## src/rsrec_map.svh

```systemverilog
// Register offsets, field positions, reset values and timing counts of the reset source recorder
`ifndef RSREC_MAP_SVH
`define RSREC_MAP_SVH

`define RSREC_OFS_CAUSE 12'h004
`define RSREC_OFS_BRC1 12'h008
`define RSREC_OFS_BRC2 12'h00C
`define RSREC_OFS_HYSA 12'h030
`define RSREC_OFS_HYSB 12'h034
`define RSREC_OFS_PFA 12'h038
`define RSREC_OFS_PFB 12'h03C
`define RSREC_OFS_WAKE 12'h054
`define RSREC_OFS_IRQ_STAT 12'h080
`define RSREC_OFS_IRQ_MASK 12'h084
`define RSREC_OFS_KEY 12'h100
`define RSREC_OFS_TRIM 12'h110

`define RSREC_BIT_CORE 0
`define RSREC_BIT_WDT 2
`define RSREC_BIT_SYSREQ 5
`define RSREC_BIT_PMU 6
`define RSREC_BIT_KERNEL 7
`define RSREC_BIT_CHIP_SHOT 0
`define RSREC_BIT_KERNEL_SHOT 1

`define RSREC_CAUSE_MASK 8'hE5
`define RSREC_BRC1_MASK 32'h0000_0007
`define RSREC_RST_ZERO 32'h0000_0000
`define RSREC_RST_WAKE 32'h0000_0006
`define RSREC_RST_TRIM 32'h0000_0000
`define RSREC_SHOT_CYCLES 2

`endif

```

## src/rsrec_pkg.sv

```systemverilog
// Types shared by the reset source recorder
`default_nettype none
package rsrec_pkg;
  typedef enum logic [1:0] {
    rsrec_idle,
    rsrec_write_done,
    rsrec_read_done
  } rsrec_bus_type;
endpackage : rsrec_pkg
`default_nettype wire

```

## src/rsrec_one_shot.sv

```systemverilog
// One-shot pulse that self-clears a fixed number of cycles after being fired
`default_nettype none
module rsrec_one_shot #(
  parameter int CYCLES = 2
) (
  input wire logic clk_i,
  input wire logic reset_i,
  input wire logic enable_i,
  input wire logic fire_i,
  output logic active_o
);
  localparam int CW = (CYCLES < 2) ? 1 : $clog2(CYCLES + 1);
  logic [CW-1:0] count;

  initial begin
    if (CYCLES < 1) begin
      $error("rsrec_one_shot: CYCLES must be at least 1");
    end
  end

  always_ff @(posedge clk_i) begin
    if (reset_i) begin
      count <= '0;
    end else if (enable_i) begin
      if (fire_i) begin
        count <= CW'(CYCLES);
      end else if (count != '0) begin
        count <= count - CW'(1);
      end
    end
  end

  assign active_o = (count != '0);
endmodule : rsrec_one_shot
`default_nettype wire

```

## src/rsrec_top.sv

```systemverilog
// Reset source recorder: system manager registers with sticky reset cause flags
// Summary of operation
// - Kernel soft reset sets flag bit 7
// - Power unit wake reset sets bit 6
// - Core system reset request sets bit 5
// - Watchdog reset sets flag bit 2
// - Hardware core reset sets bit 0
// - Flags clear only by writing one
// - Upper bits 31 to 8 read zero
// - Kernel reset bit self-clears after two cycles
`include "rsrec_map.svh"
`default_nettype none
module rsrec_top #(
  parameter int ADDR_W = 12
) (
  input wire logic clk_i,
  input wire logic reset_i,
  input wire logic clk_en_i,
  input wire logic [ADDR_W-1:0] avs_address_i,
  input wire logic avs_read_i,
  input wire logic avs_write_i,
  input wire logic [31:0] avs_writedata_i,
  input wire logic [3:0] avs_byteenable_i,
  output logic [31:0] avs_readdata_o,
  output logic avs_waitrequest_o,
  output logic [1:0] avs_response_o,
  input wire logic power_on_event_i,
  input wire logic reset_pin_event_i,
  input wire logic power_unit_event_i,
  input wire logic watchdog_event_i,
  input wire logic core_system_reset_request_i,
  output logic kernel_reset_o,
  output logic chip_reset_o,
  output logic [31:0] block_reset_two_o,
  output logic [31:0] hysteresis_a_o,
  output logic [31:0] hysteresis_b_o,
  output logic [31:0] pin_function_a_o,
  output logic [31:0] pin_function_b_o,
  output logic [31:0] wake_control_o,
  output logic irq_o
);
  initial begin
    if (ADDR_W < 9) begin
      $error("rsrec_top: ADDR_W must reach offset 0x110");
    end
  end

  // Event pins come from other reset domains, so two flops each
  logic [4:0] ev_meta;
  logic [4:0] ev_sync;
  logic [4:0] ev_prev;
  logic [4:0] ev_rise;
  always_ff @(posedge clk_i) begin
    if (clk_en_i) begin
      ev_meta <= {core_system_reset_request_i, watchdog_event_i, power_unit_event_i,
                  reset_pin_event_i, power_on_event_i};
      ev_sync <= ev_meta;
      ev_prev <= ev_sync;
    end
  end
  assign ev_rise = ev_sync & ~ev_prev;

  rsrec_pkg::rsrec_bus_type bus_state;
  logic [ADDR_W-1:0] word_addr;
  logic wr_go;
  logic wr_take;
  logic rd_go;
  logic [31:0] byte_mask;
  assign word_addr = {avs_address_i[ADDR_W-1:2], 2'b00};
  assign byte_mask = {{8{avs_byteenable_i[3]}}, {8{avs_byteenable_i[2]}},
                      {8{avs_byteenable_i[1]}}, {8{avs_byteenable_i[0]}}};
  // Writes land only at the edge where waitrequest is low, never at the wait edge
  assign wr_take = clk_en_i && avs_write_i && (bus_state == rsrec_pkg::rsrec_idle);
  assign wr_go = clk_en_i && avs_write_i && (bus_state == rsrec_pkg::rsrec_write_done);
  assign rd_go = clk_en_i && avs_read_i && (bus_state == rsrec_pkg::rsrec_idle);

  function automatic logic hit(input logic [ADDR_W-1:0] a, input logic [11:0] ofs);
    hit = (a == ADDR_W'(ofs));
  endfunction : hit

  function automatic logic [31:0] merge(input logic [31:0] old_v, input logic [31:0] new_v,
                                        input logic [31:0] m);
    merge = (old_v & ~m) | (new_v & m);
  endfunction : merge

  // One cycle of wait on every access, then the answer
  always_ff @(posedge clk_i) begin
    if (reset_i) begin
      bus_state <= rsrec_pkg::rsrec_idle;
    end else if (clk_en_i) begin
      case (bus_state)
        rsrec_pkg::rsrec_idle: begin
          if (avs_write_i) begin
            bus_state <= rsrec_pkg::rsrec_write_done;
          end else if (avs_read_i) begin
            bus_state <= rsrec_pkg::rsrec_read_done;
          end
        end
        default: begin
          bus_state <= rsrec_pkg::rsrec_idle;
        end
      endcase
    end
  end
  assign avs_waitrequest_o = (avs_read_i || avs_write_i) &&
                             (bus_state == rsrec_pkg::rsrec_idle);

  // Flag state; the reset port here is only the recorder's own cold reset
  logic [7:0] cause;
  logic [7:0] cause_set;
  logic [7:0] cause_clr;
  logic kernel_shot;
  logic kernel_shot_q;
  logic kernel_fire;
  logic chip_fire;
  logic [31:0] brc2;
  logic [31:0] irq_stat;
  logic [31:0] irq_mask;
  logic [31:0] key;
  logic [31:0] trim;

  assign kernel_fire = wr_go && hit(word_addr, `RSREC_OFS_BRC1) && avs_byteenable_i[0] &&
                       avs_writedata_i[`RSREC_BIT_KERNEL_SHOT];
  assign chip_fire = wr_go && hit(word_addr, `RSREC_OFS_BRC1) && avs_byteenable_i[0] &&
                     avs_writedata_i[`RSREC_BIT_CHIP_SHOT];

  rsrec_one_shot #(
    .CYCLES(`RSREC_SHOT_CYCLES)
  ) u_kernel_shot (
    .clk_i(clk_i),
    .reset_i(reset_i),
    .enable_i(clk_en_i),
    .fire_i(kernel_fire),
    .active_o(kernel_shot)
  );
  logic chip_shot;
  rsrec_one_shot #(
    .CYCLES(`RSREC_SHOT_CYCLES)
  ) u_chip_shot (
    .clk_i(clk_i),
    .reset_i(reset_i),
    .enable_i(clk_en_i),
    .fire_i(chip_fire),
    .active_o(chip_shot)
  );

  always_ff @(posedge clk_i) begin
    if (reset_i) begin
      kernel_shot_q <= 1'b0;
    end else if (clk_en_i) begin
      kernel_shot_q <= kernel_shot;
    end
  end

  always_comb begin
    cause_set = 8'h00;
    cause_set[`RSREC_BIT_KERNEL] = kernel_shot & ~kernel_shot_q;
    cause_set[`RSREC_BIT_PMU] = ev_rise[2];
    cause_set[`RSREC_BIT_SYSREQ] = ev_rise[4];
    cause_set[`RSREC_BIT_WDT] = ev_rise[3];
    cause_set[`RSREC_BIT_CORE] = ev_rise[0] | ev_rise[1] | ev_rise[2] | chip_shot;
  end
  assign cause_clr = (wr_go && hit(word_addr, `RSREC_OFS_CAUSE) && avs_byteenable_i[0]) ?
                     avs_writedata_i[7:0] : 8'h00;

  always_ff @(posedge clk_i) begin
    if (reset_i) begin
      cause <= 8'h00;
    end else if (clk_en_i) begin
      cause <= ((cause & ~cause_clr) | cause_set) & `RSREC_CAUSE_MASK;
    end
  end

  // Interrupt status mirrors new cause events; set beats clear
  always_ff @(posedge clk_i) begin
    if (reset_i) begin
      irq_stat <= `RSREC_RST_ZERO;
    end else if (clk_en_i) begin
      irq_stat <= (irq_stat & ~((wr_go && hit(word_addr, `RSREC_OFS_IRQ_STAT)) ?
                  (avs_writedata_i & byte_mask) : 32'h0000_0000)) | {24'h00_0000, cause_set};
    end
  end
  assign irq_o = |(irq_stat & irq_mask);

  always_ff @(posedge clk_i) begin
    if (reset_i) begin
      brc2 <= `RSREC_RST_ZERO;
      hysteresis_a_o <= `RSREC_RST_ZERO;
      hysteresis_b_o <= `RSREC_RST_ZERO;
      pin_function_a_o <= `RSREC_RST_ZERO;
      pin_function_b_o <= `RSREC_RST_ZERO;
      wake_control_o <= `RSREC_RST_WAKE;
      irq_mask <= `RSREC_RST_ZERO;
      key <= `RSREC_RST_ZERO;
      trim <= `RSREC_RST_TRIM;
    end else if (wr_go) begin
      if (hit(word_addr, `RSREC_OFS_BRC2)) begin
        brc2 <= merge(brc2, avs_writedata_i, byte_mask);
      end else if (hit(word_addr, `RSREC_OFS_HYSA)) begin
        hysteresis_a_o <= merge(hysteresis_a_o, avs_writedata_i, byte_mask);
      end else if (hit(word_addr, `RSREC_OFS_HYSB)) begin
        hysteresis_b_o <= merge(hysteresis_b_o, avs_writedata_i, byte_mask);
      end else if (hit(word_addr, `RSREC_OFS_PFA)) begin
        pin_function_a_o <= merge(pin_function_a_o, avs_writedata_i, byte_mask);
      end else if (hit(word_addr, `RSREC_OFS_PFB)) begin
        pin_function_b_o <= merge(pin_function_b_o, avs_writedata_i, byte_mask);
      end else if (hit(word_addr, `RSREC_OFS_WAKE)) begin
        wake_control_o <= merge(wake_control_o, avs_writedata_i, byte_mask);
      end else if (hit(word_addr, `RSREC_OFS_IRQ_MASK)) begin
        irq_mask <= merge(irq_mask, avs_writedata_i, byte_mask);
      end else if (hit(word_addr, `RSREC_OFS_KEY)) begin
        key <= merge(key, avs_writedata_i, byte_mask);
      end else if (hit(word_addr, `RSREC_OFS_TRIM)) begin
        trim <= merge(trim, avs_writedata_i, byte_mask);
      end
    end
  end
  assign block_reset_two_o = brc2;
  assign kernel_reset_o = kernel_shot;
  assign chip_reset_o = chip_shot;

  logic [31:0] rd_mux;
  logic rd_hit;
  always_comb begin
    rd_mux = 32'h0000_0000;
    rd_hit = 1'b1;
    if (hit(word_addr, `RSREC_OFS_CAUSE)) begin
      rd_mux = {24'h00_0000, cause};
    end else if (hit(word_addr, `RSREC_OFS_BRC1)) begin
      rd_mux = {30'h0000_0000, kernel_shot, chip_shot} & `RSREC_BRC1_MASK;
    end else if (hit(word_addr, `RSREC_OFS_BRC2)) begin
      rd_mux = brc2;
    end else if (hit(word_addr, `RSREC_OFS_HYSA)) begin
      rd_mux = hysteresis_a_o;
    end else if (hit(word_addr, `RSREC_OFS_HYSB)) begin
      rd_mux = hysteresis_b_o;
    end else if (hit(word_addr, `RSREC_OFS_PFA)) begin
      rd_mux = pin_function_a_o;
    end else if (hit(word_addr, `RSREC_OFS_PFB)) begin
      rd_mux = pin_function_b_o;
    end else if (hit(word_addr, `RSREC_OFS_WAKE)) begin
      rd_mux = wake_control_o;
    end else if (hit(word_addr, `RSREC_OFS_IRQ_STAT)) begin
      rd_mux = irq_stat;
    end else if (hit(word_addr, `RSREC_OFS_IRQ_MASK)) begin
      rd_mux = irq_mask;
    end else if (hit(word_addr, `RSREC_OFS_KEY)) begin
      rd_mux = key;
    end else if (hit(word_addr, `RSREC_OFS_TRIM)) begin
      rd_mux = trim;
    end else begin
      rd_hit = 1'b0;
    end
  end

  // Read data registered at the wait cycle; unmapped reads give zero and a slave error
  always_ff @(posedge clk_i) begin
    if (reset_i) begin
      avs_readdata_o <= 32'h0000_0000;
      avs_response_o <= 2'h0;
    end else if (rd_go || wr_take) begin
      avs_readdata_o <= rd_go ? rd_mux : 32'h0000_0000;
      avs_response_o <= rd_hit ? 2'h0 : 2'h2;
    end
  end
endmodule : rsrec_top
`default_nettype wire

```

## config.mk

```make
export PLATFORM = sky130hd
export DESIGN_NAME = rsrec_top
export DESIGN_NICKNAME = d
export VERILOG_FILES = /design/src/rsrec_pkg.sv /design/src/rsrec_one_shot.sv /design/src/rsrec_top.sv
export VERILOG_INCLUDE_DIRS = /design/src /design/src/src
export SDC_FILE = /design/constraint.sdc
export NUM_CORES = 1
export LEC_CHECK = 0
export BUFFER_PORTS_ARGS = -buffer_cell sky130_fd_sc_hd__clkbuf_2
export CORE_AREA = 4 4 204 226
export DETAILED_ROUTE_END_ITERATION = 16
export DIE_AREA = 0 0 208 230
export GPL_ROUTABILITY_DRIVEN = 0
export HOLD_SLACK_MARGIN = 0.12
export RECOVER_POWER = 25
export SYNTH_ARGS = -nofsm -noshare
export SYNTH_HDL_FRONTEND = slang
export SYNTH_HIERARCHICAL = 1
export SYNTH_SLANG_ARGS = --single-unit
```

## constraint.sdc

```tcl
create_clock -name clk_i -period 3.37 [get_ports clk_i]
set_input_delay 0.674 -clock clk_i [delete_from_list [all_inputs] [get_ports clk_i]]
set_output_delay 0.674 -clock clk_i [all_outputs]
set_load 0.05 [all_outputs]
```

==> Yosys cells after proc, flatten, opt, wreduce, memory -nomap -nowiden <==
Index checks and enable logic that the tools add are counted.
{ "totals": {"regBits": 381, "latchBits": 0, "ram_bits": 0, "rom_bits": 0, "input_bits": 58, "output_inout_bits": 230, "wordCells": 146, "n_memories": 0} }
{ "classes": {"add_sub_neg": 2, "mul": 0, "n_div": 0, "magnitude_cmp": 0, "eq_ne": 14, "n_shift": 0, "muxes": 35, "bitwise_logic": 42, "n_reduce_logical": 33} }
{ "ops": {"columns": ["op", "count"], "rows": [
  ["$mux W32", 14],
  ["$and A32 B32 Y32", 12],
  ["$or A32 B32 Y32", 9],
  ["$not A32 Y32", 2],
  ["$eq A10 B4 Y1 const B", 4],
  ["$or A32 B8 Y32", 1],
  ["$reduce_or A32 Y1", 1],
  ["$eq A10 B2 Y1 const B", 2],
  ["$eq A10 B6 Y1 const B", 2],
  ["$eq A10 B7 Y1 const B", 2],
  ["$mux W2", 8],
  ["$logic_and A1 B1 Y1", 13],
  ["$mux W1", 12],
  ["$eq A10 B1 Y1 const B", 1],
  ["$eq A10 B5 Y1 const B", 1],
  ["$reduce_and A10 Y1", 1],
  ["$not A1 Y1", 9],
  ["$reduce_and A9 Y1", 1],
  ["$and A8 B8 Y8", 1],
  ["$mux W8", 1],
  ["$not A8 Y8", 1],
  ["$or A8 B8 Y8", 1],
  ["$reduce_and A2 Y1", 4],
  ["$reduce_and A8 Y1", 1],
  ["other kinds (15)", 22]
]} }

==> Logic depth before layout (Yosys ltp) <==
Gate-level depths: netlist (run 1).
{ "logic_depth": {"depth_word": 14, "depth_mapped": 9, "ltp_nobuf": 7} }

==> Hierarchy <==
Netlist (run 1), hierarchy kept.
{ "by_module_without_submodules": {"columns": ["mod", "n_inst", "cells_each", "area_per_inst_um2", "seq_area_each_um2"], "rows": [
  ["rsrec_top", 1, 2155, 17189.0, 7677.4],
  ["rsrec_one_shot", 2, 12, 117.6, 40.0]
]} }

==> Worst setup path before layout (run 1) <==
OpenSTA, ideal clock, no wires.
{ "synth_path": {"kind": "input -> register", "from": "input port avs_address_i[10]", "to": "register with a tool-made name", "setup_time_ps": 128, "arrival_ps": 2554, "required_time_ps": 3242, "slack_ps": 689, "cell_stages": 8, "path_buffers": 3, "cell_sequence": "buf_6 or4_4 buf_6 or3_4 buf_6 nor3_4 mux2i_1 nor2_1"} }
{ "synth_rtl": {"columns": ["item", "line_no", "source"], "rows": [
  ["start: declaration", "rsrec_top.sv:19", "input wire logic [ADDR_W-1:0] avs_address_i,"]
]} }

==> results of run 1 <==
## stage by stage
stage / utilization (%) / hold slack (ps) / power, mW / worst slack (ps)
after global placement: 44.6 / 402 / 5.21 / 274
after global routing: 47.3 / 296 / 9.99 / 249
after CTS: 47.6 / 285 / 9.74 / 335
after detailed placement: 44.6 / 406 / 5.22 / 212
after floorplan: - / 400 / 5.00 / 689
final: 47.3 / 300 / 9.72 / 342
## power groups by stage
stage | logic, mW | registers, mW | clock network (mW)
6_report | 0.569 | 4.57 | 4.58
4_1_cts | 0.552 | 4.57 | 4.62
5_1_grt | 0.594 | 4.57 | 4.82
3_5_place_dp | 0.551 | 4.67 | 0
3_3_place_gp | 0.542 | 4.67 | 0
2_1_floorplan | 0.331 | 4.67 | 0
## cells by family (layout without fill, tap and decap cells)
kind of cell    count (synthesis)  count (layout)
compound gates                710             710
fa+ha+maj                       2               2
buf+inv                       188             455
flops                         380             380
mux                           123             123
other cells                     1               2
simple gates                  775             775
## cells in the final DEF, fill, tap and decap left out, types with 7 or more instances in the layout
cell and count:
a21oi_1 352, a221oi_1 11, a22oi_1 24, a2bb2oi_1 11, a31oi_1 25, and2_1 12
and3_1 23, and3b_1 12, buf_4 86, clkbuf_1 138, clkbuf_16 45, clkbuf_2 158
dfxtp_1 365, edfxtp_1 15, mux2_2 25, mux2i_1 97, nand2_1 465, nand2b_1 33
nand3_1 29, nor2_1 114, nor2_2 8, nor2b_1 22, nor3_1 7, o2111ai_1 12
o211ai_1 11, o21ai_0 155, o21ai_1 18, o22ai_1 20, o31a_1 11, o32ai_1 11
## worst max-delay path by stage
stage                      start        end  slack (ps)  cells after the start
5_1_grt                flip-flop      irq_o         250                      5
2_1_floorplan  avs_address_i[10]  flip-flop         690                      8
3_3_place_gp   avs_address_i[11]  flip-flop         270                      7
4_1_cts                flip-flop      irq_o         340                      5
6_report               flip-flop      irq_o         340                      5
3_5_place_dp   avs_address_i[11]  flip-flop         210                      7
## critical path, cell delays in order (launching register included)
cell and delay [ps]:
dfxtp_1 320, a22o_1 230, a221oi_1 310, nand3_1 100, or4_1 570, clkbuf_2 270
## area by class of cell
cell class	instances	area share (%)
inverter	7	0.126
clock inverter	13	0.566
tap	581	3.50
clock buffer	62	5.91
multi-input combinational	1611	43.1
antenna	1	0.0120
timing repair buffer	373	9.52
sequential	380	37.3
## per-layer routing
layer  GRT usage (%)  wire length, microns  vias to the layer above
met3            6.86                  7570                      200
met4            13.2                  3500                        0
li1                -                     -                     8185
met1            38.8                 29700                     8663
met5               0                     0                        -
met2            46.5                 33800                     1039
==> reports/qor.csv, run 1 <==
metric;value;unit
swShare;24.2;%
antenna_found_initial;1;
synth_most_common_cell;nand2_1;
reg2regPathDepth;6;
fill_cells;4433;
numPortBuffers;284;
grt_pass1_vias;17365;
synth_flop_cell;dfxtp_1;
p_switching;2.35;mW
fin_crit_sh;89.8;%
route.detailed.drc;0;
slew-limit-headroom;8.90;%
syn-num-nets;2239;
synthTopCellsByCount;465 x nand2_1, 365 x dfxtp_1, 352 x a21oi_1, 155 x o21ai_0, 154 x clkbuf_1;
post_dp_cell_area;19600;sq um
p_leak;7.24;nW
pwr-share-comb;5.9;%
grt_max_degree;139;
hold_depth;1;
initial_core_util;39.6;%
p_per_area;467;nW/um^2
arrival;2350;ps
firstDrtPassIters;9;
insertion_delay;550;ps
p_int;7.37;mW
rows;81;
setup_viol;0;
hold_viol;0;
clockBufferDepth;3;
cts_root_buf;clkbuf_16;
end_kind;output pin;
clock-sinks;380;
wl_per_cell;24.6;microns
ys_types;72;
synthAdderAreaFrac;0.144;%
slew_viol_final;0;
dpl.hpwl;53000;microns
min_period;3030;ps
synth_top_family_by_area;compound AO/OA/AOI/OAI gates;
r2r_start;bus_state[1];
cts_setup_buffers;0;
start_kind;flip-flop;
die_x;208;microns
worst_slew_pin_slew;1370;ps
die_h;230;microns
layout.nets;2475;
min-delay-start;power_on_event_i;
synth.yosys.seq_area_share;44.5;%
worst-path-max-fanout;3;
vias;18087;
finalSetupTns;0;ps
seq_area;7760;sq um
grt_setup_unrepaired;false;
first_iter_violations;2177;
r2r-end;avs_readdata_o[24];
reg2reg_slack;710;ps
coreArea;44000;sq um
h-tree-depth;2;
cts_buffers;42;
track_usage;29.5;%
grt-ovfl-total;0;
synth_top_area_share;41.9;%
synth-simple-area-share;20.2;%
postCtsHoldBufs;0;
design_area;20800;sq um
ys_warn_count;6;
status;complete, no violations;
via_per_inst;5.97;
yosys.area.top_type;dfxtp_1;
wl;74600;microns
power_frac_seq;47.0;%
synth_edf_count;15;
cap_violations;0;
synth_area_leaders;dfxtp_1 42%, a21oi_1 10%, nand2_1 10%;
synthXorXnorAreaFrac;0;%
synthCells;2179;
synth_seq_cells;380;
p_clk_share;47.1;%
fmaxAchievable;330;MHz
multi_input_area;8950;sq um
synth-compound-area-share;23.5;%
clkTransAtPathRegs;60;ps
final_cells;3028;
hp-class;in2reg;
syn_area_per_cell;8.00;sq um
post_cts_resized;0;
fin_worst_skew;12.1;ps
drive_gt1_share;15.2;%
max-vdd-ir-drop;0.336;mV
hold_end;ev_meta[0];
synth_mux_area_share;7.32;%
ant_nets;0;
dp.cells;2952;
grt_first_pass_wirelength;110000;microns
tritoncts;yes;
setup.worst_path.class;reg2out;
synth_area;17400;sq um
cp.required;2700;ps
dieArea;47800;sq um
ioPinCount;288;
areaGrowthSynthToFinish;19.3;%
ys_async_sr_fraction;0;%
Note: power is estimated with default switching activity, not from simulation.
==> run 2: changes to the inputs <==
Settings changed: TNS_END_PERCENT set to 5.
Clock period 3.37 ns to 3.75 ns, I/O delays scaled along.
==> run 2 against run 1 <==
Against the previous run: sequential power down 10%; sequential cell count unchanged; worst setup slack better by 250 ps; global-route usage up 0.14 points; non-clock buffer count down 14; core utilization down 0.22 points; clock skew up 2.8 ps; final cell count down 0.53%.
==> reports/qor.csv, run 2 (synthesized netlist as in run 1, its figures left out) <==
metric;value;unit;change
cap_violations;0;;unchanged
numPortBuffers;284;;unchanged
dpl.hpwl;51900;microns;was 53000 microns
initial_core_util;39.6;%;unchanged
max-vdd-ir-drop;0.351;mV;was 0.336 mV
grt-ovfl-total;0;;unchanged
multi_input_area;8950;sq um;unchanged
coreArea;44000;sq um;unchanged
status;complete, no violations;;unchanged
layout.nets;2460;;was 2475
clock-sinks;380;;unchanged
track_usage;29.6;%;was 29.5%
first_iter_violations;2132;;was 2177
slew_viol_final;0;;unchanged
ant_nets;0;;unchanged
areaGrowthSynthToFinish;18.8;%;was 19.3%
fin_crit_sh;84.3;%;
layout_commonest_cell;nand2_1;;unchanged
hold_viol;0;;unchanged
dp.cells;2938;;was 2952
reg2reg_slack;1280;ps;was 710 ps
cts_root_buf;clkbuf_16;;unchanged
ioPinCount;288;;unchanged
wl;74400;microns;was 74600 microns
power.total;8.74;mW;was 9.72 mW
vias;18049;;was 18087
die_h;230;microns;unchanged
antenna_found_initial;1;;unchanged
clockBufferDepth;3;;unchanged
crit_path_max_incr_delay;590;ps;was 570 ps
grt_setup_unrepaired;false;;unchanged
setup.worst_path.class;reg2out;;unchanged
mostFrequentLayoutCells;465 x nand2_1, 365 x dfxtp_1, 352 x a21oi_1, 158 x clkbuf_2, 155 x o21ai_0;;unchanged
drive_gt1_share;14.9;%;was 15.2%
arrival;2410;ps;was 2350 ps
fmaxAchievable;316;MHz;
worstSetupStartpoint;irq_stat[19];;
insertion_delay;580;ps;was 550 ps
grt_max_degree;151;;was 139
hp-class;in2reg;;unchanged
cp.required;3000;ps;was 2700 ps
clkTransAtPathRegs;60;ps;about the same
min-delay-start;watchdog_event_i;;was power_on_event_i
rows;81;;unchanged
route.detailed.drc;0;;unchanged
worst-path-max-fanout;3;;unchanged
final_cells;3012;;was 3028
post_cts_resized;0;;unchanged
slew-limit-headroom;11.7;%;was 8.90%
finalSetupTns;0;ps;unchanged
fin_worst_skew;14.9;ps;was 12.1 ps
cts_setup_buffers;0;;unchanged
r2r-end;avs_readdata_o[24];;unchanged
postCtsHoldBufs;0;;unchanged
grt_first_pass_wirelength;110000;microns;about the same
cp_top_family;simple AND/OR/NAND/NOR gates;;unchanged
design_area;20700;sq um;was 20800 sq um
h-tree-depth;2;;unchanged
via_per_inst;5.99;;was 5.97
r2r_start;bus_state[1];;unchanged
fill_cells;4394;;was 4433
p_leak;7.20;nW;was 7.24 nW
seq_area;7760;sq um;unchanged
p_per_area;422;nW/um^2;was 467 nW/um^2
cp_slowest_cell;or4_1;;unchanged
grt_pass1_vias;17401;;was 17365
critical_path.n_buffers_inverters;1;;unchanged
layout_setup_ws;588;ps;was 342 ps
crit_chain;a22o_1, a221oi_1, nand3_1, or4_1, clkbuf_2;;unchanged
hold_depth;1;;unchanged
reg2regPathDepth;7;;was 6
wl_per_cell;24.7;microns;was 24.6 microns
holdWs;350;ps;was 300 ps
cts_buffers;41;;was 42
end_kind;output pin;;unchanged
setup_viol;0;;unchanged
final_util;47.1;%;was 47.3%
firstDrtPassIters;7;;was 9
hold_end;ev_meta[3];;was ev_meta[0]
tritoncts;yes;;unchanged
worst_slew_pin_slew;1330;ps;was 1370 ps
start_kind;flip-flop;;unchanged
pre_cts_ws;471;ps;was 212 ps
min_period;3160;ps;
post_dp_cell_area;19500;sq um;was 19600 sq um
dieArea;47800;sq um;unchanged
die_x;208;microns;unchanged
## run 2: final cells by class
type,instances,share of cell area [%]
clock buffers,56,5.82
diodes,1,0.0121
well taps,581,3.51
repair buffers,359,9.12
inverters,7,0.127
flip-flops and latches,380,37.5
clock inverters,17,0.671
multi-input cells,1611,43.3
## run 2: worst max path at each step
stage | slack, ps | end | cells after the start
3_3_place_gp | 490 | avs_readdata_o[11] | 7
4_1_cts | 550 | irq_o | 5
3_5_place_dp | 470 | flip-flop | 8
5_1_grt | 460 | irq_o | 5
2_1_floorplan | 990 | flip-flop | 8
6_report | 590 | irq_o | 5
## run 2: per-layer routing
layer	global-route usage [%]	share of wire (%)
met1	38.1	40
met2	47.3	46
met3	7.48	9.5
met4	13.2	4.9
met5	0	0.016
## run 2: power by group
group	internal (mW)	total [mW]	switching [mW]	leakage [nW]
combinational	0.123	0.510	0.387	3.44
sequential	4.09	4.11	0.0161	3.09
clock	2.38	4.13	1.74	0.674
==> run 3: changes to the inputs <==
Clock period 3.75 ns to 2.8 ns, I/O delays scaled along.
==> run 3 against run 2 <==
Against the previous run: final cell count grew 3.1%; highest routed layer unchanged; combinational power is 37% higher; critical path type unchanged; count of clock-buffer cells in the layout rose by 15; critical path depth is the same; sequential power rose by 34%; final area is 4.5% higher; register-to-register slack worse by 530 ps; sequential share of layout area down 1.6 points; largest power group unchanged; global-route usage hardly changed; clock power rose by 38%.
==> reports/qor.csv, run 3 (synthesized netlist as in run 1, its figures left out) <==
metric;value;unit;change
layout_setup_ws;71.8;ps;was 588 ps
wl;74300;microns;was 74400 microns
ant_nets;0;;unchanged
worst_slew_pin_slew;1330;ps;about the same
grt-ovfl-total;0;;unchanged
slew_viol_final;0;;unchanged
power_frac_seq;46.2;%;was 47.0%
max-vdd-ir-drop;0.436;mV;was 0.351 mV
arrival;2170;ps;was 2410 ps
worst-path-max-fanout;3;;unchanged
p_clk_share;47.9;%;was 47.2%
p_leak;7.78;nW;was 7.20 nW
ioPinCount;288;;unchanged
clockBufferDepth;3;;unchanged
fmaxAchievable;367;MHz;
p_per_area;550;nW/um^2;was 422 nW/um^2
layout_commonest_cell;nand2_1;;unchanged
final_util;49.2;%;was 47.1%
grt_pass1_vias;17718;;was 17401
h-tree-depth;2;;unchanged
fill_cells;4314;;was 4394
end_kind;output pin;;unchanged
setup_viol;0;;unchanged
die_h;230;microns;unchanged
cts_buffers;43;;was 41
layout.nets;2552;;was 2460
areaGrowthSynthToFinish;24.1;%;was 18.8%
min_period;2730;ps;
tritoncts;yes;;unchanged
antenna_found_initial;1;;unchanged
cap_violations;0;;unchanged
numPortBuffers;284;;unchanged
p_switching;2.88;mW;was 2.14 mW
coreArea;44000;sq um;unchanged
dieArea;47800;sq um;unchanged
status;complete, no violations;;unchanged
firstDrtPassIters;6;;was 7
start_kind;flip-flop;;unchanged
grt_setup_unrepaired;false;;unchanged
clock-sinks;380;;unchanged
initial_core_util;39.6;%;unchanged
wl_per_cell;23.9;microns;was 24.7 microns
grt_max_degree;155;;was 151
pwr-share-comb;5.9;%;was 5.8%
die_x;208;microns;unchanged
rows;81;;unchanged
hold_viol;0;;unchanged
post_dp_cell_area;20300;sq um;was 19500 sq um
cts_root_buf;clkbuf_16;;unchanged
grt_first_pass_wirelength;110000;microns;about the same
track_usage;29.6;%;about the same
route.detailed.drc;0;;unchanged
setup.worst_path.class;reg2out;;unchanged
swShare;24.2;%;was 24.5%
slew-limit-headroom;11.2;%;was 11.7%
fin_crit_sh;97.4;%;
dpl.hpwl;53200;microns;was 51900 microns
finalSetupTns;0;ps;unchanged
first_iter_violations;2412;;was 2132
insertion_delay;580;ps;about the same
vias;18411;;was 18049
p_int;9.03;mW;was 6.60 mW
drive_gt1_share;18.9;%;was 14.9%
design_area;21600;sq um;was 20700 sq um
hp-class;in2reg;;unchanged
via_per_inst;5.93;;was 5.99
pre_cts_ws;-13.3;ps;was 471 ps
postCtsHoldBufs;0;;unchanged
n_antenna_cell;0;;was 1
fin_worst_skew;21.5;ps;was 14.9 ps
clkTransAtPathRegs;60;ps;about the same
mostFrequentLayoutCells;465 x nand2_1, 364 x dfxtp_1, 352 x a21oi_1, 184 x clkbuf_2, 155 x o21ai_0;;was 465 x nand2_1, 365 x dfxtp_1, 352 x a21oi_1, 158 x clkbuf_2, 155 x o21ai_0
cp.required;2240;ps;was 3000 ps
==> run 3: critical path, cell delays in order, from the launching register on <==
cell      delay (ps)
dfxtp_1          340
a22o_1           240
a221oi_2         180
nand3_1          100
or4_4            560
buf_8            170
==> run 3: final timing paths <==
path	startpoint	end	slack (ps)	cells past startpoint
max	flip-flop	irq_o	70	5
min	power_on_event_i	ev_meta[0]	160	1
max reg2reg	bus_state[1]	avs_readdata_o[14]	750	7
min reg2reg	ev_meta[1]	ev_sync[1]	420	0
==> run 3: repair_timing <==
action	CTS	global route
gates resized for setup	4	3
hold endpoints to repair	0	0
pin swaps	0	1
endpoints found under the setup margin	1	1
cloned	0	0
buffers inserted	0	0
==> run 3: power by group through the flow <==
stage	Combinational, mW	Sequential [mW]	Clock, mW
floorplan	0.399	5.62	0
global placement	0.672	5.62	0
detailed placement	0.682	5.62	0
CTS	0.684	5.50	5.76
global route	0.733	5.50	5.98
finish	0.701	5.50	5.70
==> run 3: layer usage <==
| metal | global-route usage (%) | vias up | part of all wire [%] |
|---|---|---|---|
| li1 | - | 8322 | - |
| met1 | 39.5 | 8774 | 41 |
| met4 | 12.8 | 2 | 4.8 |
| met2 | 46.9 | 1083 | 45 |
| met3 | 5.91 | 230 | 9.0 |
| met5 | 0 | - | 0.018 |
==> run 3: layout make-up <==
type	instances	area, sq um	share of cell area, %
Sequential cell	380	7760	35.9
Inverter	7	26.3	0.121
Tap cell	581	727	3.36
Clock buffer	71	1350	6.22
Multi-Input combinational cell	1611	8970	41.5
Clock inverter	6	63.8	0.295
Timing Repair Buffer	449	2740	12.7
==> run 3: stage by stage <==
| stage | total power, mW | hold WS (ps) | std cells |
|---|---|---|---|
| after global routing | 12.2 | 147 | 3105 |
| final | 11.9 | 158 | 3105 |
| after floorplan | 6.02 | 400 | 2179 |
| after detailed placement | 6.30 | 405 | 3028 |
| after CTS | 11.9 | 144 | 3105 |
| after global placement | 6.29 | 403 | 3028 |
